==> config.mk <==
export PLATFORM = sky130hd
export DESIGN_NAME = bidir_universal_shift_reg4
export DESIGN_NICKNAME = d
export VERILOG_FILES = /design/src/verilog/shift4_pkg.sv /design/src/verilog/word_buf2.sv /design/src/verilog/bidir_universal_shift_reg4.sv
export SDC_FILE = /design/constraint.sdc
export NUM_CORES = 1
export LEC_CHECK = 0
export BUFFER_PORTS_ARGS = -buffer_cell sky130_fd_sc_hd__buf_2
export CAP_MARGIN = 20
export CORE_AREA = 2 2 61 63
export CTS_BUF_LIST = sky130_fd_sc_hd__clkbuf_4
export CTS_CLUSTER_DIAMETER = 40
export CTS_CLUSTER_SIZE = 40
export DETAILED_ROUTE_END_ITERATION = 16
export DIE_AREA = 0 0 63 65
export PLACE_DENSITY = 0.8
export SYNTH_ARGS = -nofsm -noshare
export SYNTH_HDL_FRONTEND = slang
export SYNTH_SLANG_ARGS = --single-unit
==> constraint.sdc <==
create_clock -name clk_i -period 2.1 [get_ports clk_i]
set_input_delay 0.21 -clock clk_i [delete_from_list [all_inputs] [get_ports clk_i]]
set_output_delay 0.21 -clock clk_i [all_outputs]
set_load 0.005 [all_outputs]
==> src/verilog/shift4_pkg.sv <==
// shared constants and types for the four-stage universal shift register
package shift4_pkg;
  localparam int STAGES = 4;
  localparam int SYNC_DEPTH = 2;
  localparam logic [3:0] STAGE_RST = 4'h0;
  localparam logic [3:0] PAR_RST = 4'h0;
  localparam logic MODE_RST = 1'b0;
  localparam logic CLEAR_N_RST = 1'b1;
  localparam logic LINE_RST = 1'b0;
  localparam logic SHIFT_CLK_RST = 1'b1;
  localparam int BUF_ENTRIES = 2;

  typedef enum logic [1:0] {
    mode_hold,
    mode_right,
    mode_left,
    mode_load
  } mode_e;
endpackage

==> src/verilog/word_buf2.sv <==
// two-entry buffer with valid and ready on both sides
`timescale 1ns/1ps
module word_buf2 #(
  parameter int WIDTH = 4
) (
  input wire logic clk_i,
  input wire logic rst_i,
  input wire logic [WIDTH-1:0] in_data_i,
  input wire logic in_valid_i,
  output logic in_ready_o,
  output logic [WIDTH-1:0] out_data_o,
  output logic out_valid_o,
  input wire logic out_ready_i
);
  logic [WIDTH-1:0] head_ff;
  logic [WIDTH-1:0] tail_ff;
  logic head_vld_ff;
  logic tail_vld_ff;
  wire push = in_valid_i & ~tail_vld_ff;
  wire pop = head_vld_ff & out_ready_i;

  assign in_ready_o = ~tail_vld_ff;
  assign out_data_o = head_ff;
  assign out_valid_o = head_vld_ff;

  always_ff @(posedge clk_i or posedge rst_i) begin
    if (rst_i) begin
      head_ff <= '0;
      tail_ff <= '0;
      head_vld_ff <= 1'b0;
      tail_vld_ff <= 1'b0;
    end else if (pop) begin
      head_ff <= tail_vld_ff ? tail_ff : in_data_i;
      head_vld_ff <= tail_vld_ff | push;
      tail_ff <= in_data_i;
      tail_vld_ff <= tail_vld_ff & push;
    end else if (push) begin
      if (head_vld_ff) begin
        tail_ff <= in_data_i;
        tail_vld_ff <= 1'b1;
      end else begin
        head_ff <= in_data_i;
        head_vld_ff <= 1'b1;
      end
    end
  end
endmodule

==> src/verilog/bidir_universal_shift_reg4.sv <==
// four-stage bidirectional shift register with parallel load and hold
`timescale 1ns/1ps
module bidir_universal_shift_reg4 (
  input wire logic clk_i,
  input wire logic rst_i,
  input wire logic shift_clk_i,
  input wire logic clear_n_i,
  input wire logic mode_select_hi_i,
  input wire logic mode_select_lo_i,
  input wire logic ser_right_i,
  input wire logic ser_left_i,
  input wire logic [3:0] par_i,
  output logic stage_out_first_o,
  output logic stage_out_second_o,
  output logic stage_out_third_o,
  output logic stage_out_fourth_o,
  output logic [3:0] word_o,
  output logic word_valid_o,
  input wire logic word_ready_i,
  output logic overrun_o
);
  localparam int PW = 10;

  function automatic shift4_pkg::mode_e decode_mode(input logic hi,
                                                    input logic lo);
    shift4_pkg::mode_e m;
    m = shift4_pkg::mode_hold;
    case ({hi, lo})
      2'b11: m = shift4_pkg::mode_load;
      2'b01: m = shift4_pkg::mode_right;
      2'b10: m = shift4_pkg::mode_left;
      2'b00: m = shift4_pkg::mode_hold;
      default: m = shift4_pkg::mode_hold;
    endcase
    return m;
  endfunction

  // pin synchroniser: clear_n, clock, hi, lo, right, left, par[3:0]
  logic [PW-1:0] pins_s1_ff;
  logic [PW-1:0] pins_s2_ff;
  logic clk_prev_ff;
  // clock pin idles high, so reset must not fake a rising edge
  localparam logic [PW-1:0] PINS_RST = {shift4_pkg::CLEAR_N_RST,
    shift4_pkg::SHIFT_CLK_RST, shift4_pkg::MODE_RST, shift4_pkg::MODE_RST,
    shift4_pkg::LINE_RST, shift4_pkg::LINE_RST, shift4_pkg::PAR_RST};

  wire [PW-1:0] pins_raw = {clear_n_i, shift_clk_i, mode_select_hi_i,
    mode_select_lo_i, ser_right_i, ser_left_i, par_i};

  wire clear_n_s = pins_s2_ff[9];
  wire clk_s = pins_s2_ff[8];
  wire [7:0] cmd_live = pins_s2_ff[7:0];

  // command: hi, lo, right, left, par
  logic pend_ff;
  logic [7:0] pend_cmd_ff;
  logic [3:0] stages_ff;
  logic overrun_ff;
  logic buf_ready;

  wire clk_rise = clk_s & ~clk_prev_ff;
  wire live_act = clk_rise & (cmd_live[7] | cmd_live[6]);
  wire [7:0] cmd = pend_ff ? pend_cmd_ff : cmd_live;
  wire want = pend_ff | live_act;
  wire go = clear_n_s & want & buf_ready;
  shift4_pkg::mode_e cmd_mode;
  assign cmd_mode = decode_mode(cmd[7], cmd[6]);
  wire cmd_ser_r = cmd[5];
  wire cmd_ser_l = cmd[4];
  wire [3:0] cmd_par = cmd[3:0];

  logic [3:0] nxt_stages;
  always_comb begin
    nxt_stages = stages_ff;
    case (cmd_mode)
      shift4_pkg::mode_load: nxt_stages = cmd_par;
      shift4_pkg::mode_right: begin
        nxt_stages = {stages_ff[2:0], cmd_ser_r};
      end
      shift4_pkg::mode_left: begin
        nxt_stages = {cmd_ser_l, stages_ff[3:1]};
      end
      shift4_pkg::mode_hold: nxt_stages = stages_ff;
      default: nxt_stages = stages_ff;
    endcase
  end

  wire nxt_pend = clear_n_s & (pend_ff ? ~go : (live_act & ~buf_ready));
  wire nxt_overrun = clear_n_s & pend_ff & live_act;

  always_ff @(posedge clk_i or posedge rst_i) begin
    if (rst_i) begin
      pins_s1_ff <= PINS_RST;
      pins_s2_ff <= PINS_RST;
      clk_prev_ff <= shift4_pkg::SHIFT_CLK_RST;
    end else begin
      pins_s1_ff <= pins_raw;
      pins_s2_ff <= pins_s1_ff;
      clk_prev_ff <= clk_s;
    end
  end

  always_ff @(posedge clk_i or posedge rst_i) begin
    if (rst_i) begin
      stages_ff <= shift4_pkg::STAGE_RST;
    end else if (!clear_n_s) begin
      stages_ff <= shift4_pkg::STAGE_RST;
    end else if (go) begin
      stages_ff <= nxt_stages;
    end
  end

  always_ff @(posedge clk_i or posedge rst_i) begin
    if (rst_i) begin
      pend_ff <= 1'b0;
      pend_cmd_ff <= '0;
      overrun_ff <= 1'b0;
    end else begin
      pend_ff <= nxt_pend;
      overrun_ff <= nxt_overrun;
      if (!pend_ff && live_act) begin
        pend_cmd_ff <= cmd_live;
      end
    end
  end

  word_buf2 #(
    .WIDTH(shift4_pkg::STAGES)
  ) u_buf (
    .clk_i(clk_i),
    .rst_i(rst_i),
    .in_data_i(nxt_stages),
    .in_valid_i(go),
    .in_ready_o(buf_ready),
    .out_data_o(word_o),
    .out_valid_o(word_valid_o),
    .out_ready_i(word_ready_i)
  );

  assign stage_out_first_o = stages_ff[0];
  assign stage_out_second_o = stages_ff[1];
  assign stage_out_third_o = stages_ff[2];
  assign stage_out_fourth_o = stages_ff[3];
  assign overrun_o = overrun_ff;
endmodule

==> results of run 1 <==
==> sequential cells by signal, indices dropped and copies added, names as in the netlist <==
name               count
pend_ff                1
u_buf.out_data_o       4
stages_ff              4
u_buf.tail_ff          4
pend_cmd_ff            8
u_buf.out_valid_o      1
pins_s1_ff            10
u_buf.tail_vld_ff      1
overrun_o              1
clk_prev_ff            1
pins_s2_ff            10
==> logic make-up (layout without fill, tap and decap cells) <==
family / count (synthesis) / after routing / synth area share (%)
flops: 45 / 45 / 64.9
compound gates: 7 / 7 / 3.66
simple gates: 14 / 14 / 3.80
mux: 36 / 36 / 25.4
buf+inv: 10 / 57 / 2.22
==> per-stage QoR <==
step                      utilization (%)  setup slack [ps]
after detailed placement             55.9              28.1
after global routing                 62.3              3.95
after global placement               55.9              71.7
after CTS                            61.0              11.4
final                                62.3              53.3
after floorplan                         -              72.4
==> power by group <==
group | internal (mW) | switching, mW | leakage [nW]
Clock | 0.144 | 0.269 | 0.0279
Combinational | 0.108 | 0.0703 | 0.449
Sequential | 0.925 | 0.0320 | 0.549
==> final cells by class <==
class / count / area, um^2
inverter: 7 / 26.3
timing repair buffer: 42 / 295
multi-input combinational: 57 / 604
sequential: 45 / 1130
tap: 48 / 60.1
fill: 288 / 1320
clock inverter: 2 / 15.0
clock buffer: 6 / 45.0
==> worst register-to-register path, cell delays in order (launching register included) <==
cell	delay, ps
dfrtp_2	470
buf_6	140
mux2_1	310
mux4_2	490
mux2_4	270
mux2_2	260
==> worst min-delay path by stage <==
| stage | startpoint | to | slack [ps] | cells past startpoint |
|---|---|---|---|---|
| after floorplan | shift_clk_i | pins_s1_ff[8] | 210 | 0 |
| after global placement | clear_n_i | pins_s1_ff[9] | 320 | 1 |
| after detailed placement | clear_n_i | pins_s1_ff[9] | 320 | 1 |
| after CTS | word_ready_i | u_buf.tail_vld_ff | 30 | 2 |
| after global routing | word_ready_i | u_buf.tail_vld_ff | 60 | 2 |
| final | word_ready_i | u_buf.tail_vld_ff | 50 | 2 |
==> metal layers <==
metal,global-route usage [%],wire length [um]
met5,0,0
met4,9.17,56
met3,4.86,117
met2,26.7,1520
met1,20.0,1300
==> cells in the final DEF, fill, tap and decap left out, types with 2 or more instances in the layout <==
cell type      synthesis  routed
mux2_1                 6       4
buf_6                  0       2
dfstp_2                5       5
nor3_1                 2       2
clkbuf_4               0       6
dlygate4sd3_1          0      11
mux2i_1                6       5
buf_2                  1      22
dfrtp_1               40      39
clkinvlp_4             0       2
mux2_4                 0       5
nand2b_1               2       2
inv_1                  7       7
nand2_1                6       6
mux4_2                 4       4
buf_4                  0       7
mux2_2                20      17
==> what timing repair did <==
action,CTS,global route
setup buffers,1,1
pin swaps,0,0
hold buffers,11,0
hold endpoints to repair,50,0
setup endpoints to repair,1,4
gates resized for setup,0,10
==> flow_metrics.tcl, run 1 <==
set metrics [dict create \
    status "complete, no violations" \
    fin_crit_sh_pct 97.5 \
    antenna_cells 0 \
    synth.distinct_cells 23 \
    wirelength_um 2990 \
    tightest_slew_ps 547 \
    startpoint "pend_ff" \
    ys_async_sr_fraction_pct 100 \
    relSlewSlack_pct 63.6 \
    hold_viol 0 \
    yosysSeqAreaShare_pct 64.9 \
    root_buffer "clkbuf_4" \
    drive_above_1_share_pct 46.5 \
    viasPerCell 5.02 \
    core_area_mm2 0.00350 \
    max_stage_delay_ps 490 \
    drv_cap 0 \
    ys_seq_elements 45 \
    crit_end "u_buf.out_data_o[3]" \
    path_max_fanout 4 \
    initial_core_util_pct 49.9 \
    avgSynthCellArea_um2 15.6 \
    p_per_area_mw_per_mm2 710 \
    synth_ff_type "dfrtp_1" \
    detail_route.iter0.violations 64 \
    endpoint_kind "flip-flop" \
    nets 171 \
    path_buf_inv 1 \
    worstRegToRegCells 5 \
    hpwl_um 2080 \
    fin_hold_ws_ps 51.8 \
    final_cells 207 \
    drv_slew 0 \
    critical_path_class "flip-flop to flip-flop" \
    grt_first_pass_wirelength_um 4900 \
    tns_ps 0 \
    first_pass_iters 4 \
    synthTopCellsByArea "dfrtp_1 (57%), mux2_2 (13%), dfstp_2 (7.5%)" \
    setup_viol_count_final 0 \
    clkLatencyLatePin_ps 360 \
    vias 1039 \
    rsz0062_at_grt "no" \
    clock_sinks 45 \
    grt_max_degree 46 \
    worstPathArrival_ps 2290 \
    dieArea_mm2 0.00410 \
    max_freq_ghz 0.489 \
    design_area_mm2 0.00218 \
    grt_usage_pct 16.5 \
    cts_tree "done" \
    reg2reg_slack_ps 50 \
    overflow 0 \
    yosysTopAreaCellShare_pct 57.4 \
    routabilityCongestion 0.866 \
    clk_path_buf_depth 2 \
    synthTopCellsByCount "dfrtp_1 (40), mux2_2 (20), inv_1 (7)" \
    synthesis.nets 125 \
    r2r-start "pend_ff" \
    die_h_um 65 \
    antenna_left 0 \
    io_buffer_count 22 \
    hp-class "input pin to flip-flop" \
    p_leak_nw 1.03 \
    irDropWorstVdd_mv 0.474 \
    synth_top_area_cell "dfrtp_1" \
    path_clk_slew_ps 130 \
    path_depth 5 \
    antenna_found_initial 0 \
    drc 0 \
    syn_to_final_growth_pct 25.0 \
    grt_pass1_vias 1057 \
    synth-edff-count 0 \
    r2r_end "u_buf.out_data_o[3]" \
    wl_per_cell_um 14.5 \
    synth_warnings 0 \
    place_inst 186 \
    finClkSkew_ps 13.6 \
    finalPower_mw 1.55 \
    startpoint_type "flip-flop" \
    tritoncts.num_buffers 5 \
    dpl_cell_area_mm2 0.00195 \
    crit_family "multiplexers" \
    crit_chain "buf_6 > mux2_1 > mux4_2 > mux2_4 > mux2_2" \
    synthCells 112 \
    cts_max_level 2 \
    fp-row-count 22 \
    yosysMostFrequentCell "dfrtp_1" \
    synth_area_mm2 0.00174 \
    die_x_um 63 \
    layout_min_cycle_time_ps 2050 \
    io_pins 23 \
    required_ps 2350 \
    crit_slowest_cell "mux4_2" \
]
No activity file was read; power rests on OpenSTA's default activity.
==> run 2, diff against run 1 <==
Settings changed: CORE_AREA 2 2 61 63 to 2 2 70 72, DIE_AREA 0 0 63 65 to 0 0 72 74, GPL_TIMING_DRIVEN set to 0, PLACE_DENSITY 0.8 to 0.64.
==> run 2 against run 1 <==
Net effect:
- the flow now finishes with violations (setup timing)
- total power increased by 6.6%
- utilization decreased by 14 points
- worst setup slack got worse by 71 ps
- non-clock buffer count decreased by 5
- critical path depth unchanged
- hold slack got worse by 28 ps
==> flow_metrics.tcl, run 2 (synthesized netlist as in run 1, its figures left out) <==
set metrics [dict create \
    status "finished, violations left" \
    violations "setup timing" \
    cts_tree "done" \
    final_common_cell "dfrtp_1" \
    first_pass_iters 4 \
    vias 1026 \
    startpoint_type "flip-flop" \
    drv_slew 0 \
    die_h_um 74 \
    p_leak_nw 1.02 \
    timing.final.ws_setup_ps -17.4 \
    tritoncts.num_buffers 5 \
    nets 166 \
    layout_min_cycle_time_ps 2120 \
    tightest_slew_ps 898 \
    antenna_cells 0 \
    antenna_found_initial 0 \
    grt_usage_pct 12.9 \
    hp-class "input pin to asynchronous set/reset pin" \
    dieArea_mm2 0.00533 \
    clk_path_buf_depth 2 \
    clkLatencyLatePin_ps 350 \
    die_x_um 72 \
    fin_crit_sh_pct 101 \
    finalPower_mw 1.65 \
    seq_area_mm2 0.00113 \
    dp_slack_ps -116 \
    drv_cap 0 \
    path_clk_slew_ps 130 \
    io_pins 23 \
    tns_ps -17.4 \
    required_ps 2330 \
    routabilityCongestion 0.786 \
    clock_sinks 45 \
    relSlewSlack_pct 40.0 \
    antenna_left 0 \
    dpl_cell_area_mm2 0.00192 \
    grt_max_degree 46 \
    initial_core_util_pct 37.9 \
    finClkSkew_ps 17.9 \
    fill_cells 395 \
    irDropWorstVdd_mv 0.465 \
    core_area_mm2 0.00460 \
    rsz0062_at_grt "yes" \
    drive_above_1_share_pct 48.1 \
    reg2reg_slack_ps -20 \
    critical_path_class "flip-flop to flip-flop" \
    place_inst 188 \
    root_buffer "clkbuf_4" \
    worstRegToRegCells 5 \
    syn_to_final_growth_pct 26.3 \
    wirelength_um 2980 \
    wl_per_cell_um 14.3 \
    top_regs "pins_s1_ff (10), pins_s2_ff (10), pend_cmd_ff (8)" \
    r2r-start "pend_ff" \
    cts_max_level 2 \
    grt_first_pass_wirelength_um 5130 \
    p_per_area_mw_per_mm2 749 \
    worstPathArrival_ps 2350 \
    overflow 0 \
    grt_pass1_vias 1097 \
    detail_route.iter0.violations 34 \
    io_buffer_count 22 \
    multi_input_area_um2 648 \
    design_area_mm2 0.00220 \
    final_cells 208 \
    path_max_fanout 7 \
    fp-row-count 25 \
    final_cell_mix "dfrtp_1 (39), buf_2 (22), mux2_2 (17)" \
    hpwl_um 1980 \
    endpoint_kind "flip-flop" \
    max_freq_ghz 0.472 \
    r2r_end "u_buf.out_data_o[3]" \
    hold_viol 0 \
    drc 0 \
    setup_viol_count_final 1 \
    viasPerCell 4.93 \
]
run 2: changes by cell type in the layout (fill, tap and decap cells not counted), sizes merged:
| cell | delta |
|---|---|
| buf | -6 |
| bufinv | +1 |
| clkbuf | +1 |
| clkinv | +1 |
| clkinvlp | -1 |
| dlygate4sd3 | -1 |
run 2: routing by layer:
layer  up-vias  track usage [%]  part of all wire (%)
met1       522             15.6                    42
met5         -                0                     0
met2        21             21.3                    52
met4         0             5.87                   2.3
met3         8             4.07                   3.6
li1        475                -                     -
run 2: report_power, final:
part	switching [mW]	total [mW]	internal, mW
registers	0.0324	0.957	0.925
clock network	0.265	0.512	0.247
logic	0.0718	0.181	0.109
total	0.369	1.65	1.28
run 2: final cells by class:
type                       instances  share of cell area (%)
sequential                        45                    51.5
buffer                             3                    1.02
inverter                           7                    1.19
tap                               54                    3.07
clock inverter                     3                    1.88
clock buffer                       5                    1.70
multi-input combinational         57                    29.4
timing repair buffer              34                    10.2
run 2: how the worst max path moves through the flow:
| stage | endpoint | slack [ps] | start |
|---|---|---|---|
| finish | u_buf.out_data_o[3] | -20 | pend_ff |
| floorplan | u_buf.out_data_o[0] | 70 | pend_ff |
| CTS | u_buf.out_data_o[2] | -7 | pend_ff |
| detailed placement | u_buf.out_data_o[1] | -120 | pend_ff |
| global placement | u_buf.out_data_o[2] | -80 | pend_ff |
| global route | u_buf.out_data_o[3] | -50 | pend_ff |
run 2: repair_timing:
action | 4_1_cts | 5_1_grt
resized for setup | 11 | 8
buffers inserted | 2 | 0
setup endpoints to repair | 4 | 8
endpoints found under the hold margin | 10 | 0
hold buffers | 10 | 0
run 2: worst max-delay path, stage by stage (launching register included):
cell and delay (ps):
dfrtp_2 500, buf_8 170, mux2_4 290, mux4_2 510, mux2_4 280, mux2_4 250
run 2: per-stage QoR:
stage                     hold slack, ps  utilization, %
after floorplan                      214               -
after global placement               315            41.8
after detailed placement             316            41.8
after CTS                           40.3            47.0
after global routing                36.0            47.9
final                               24.0            47.9
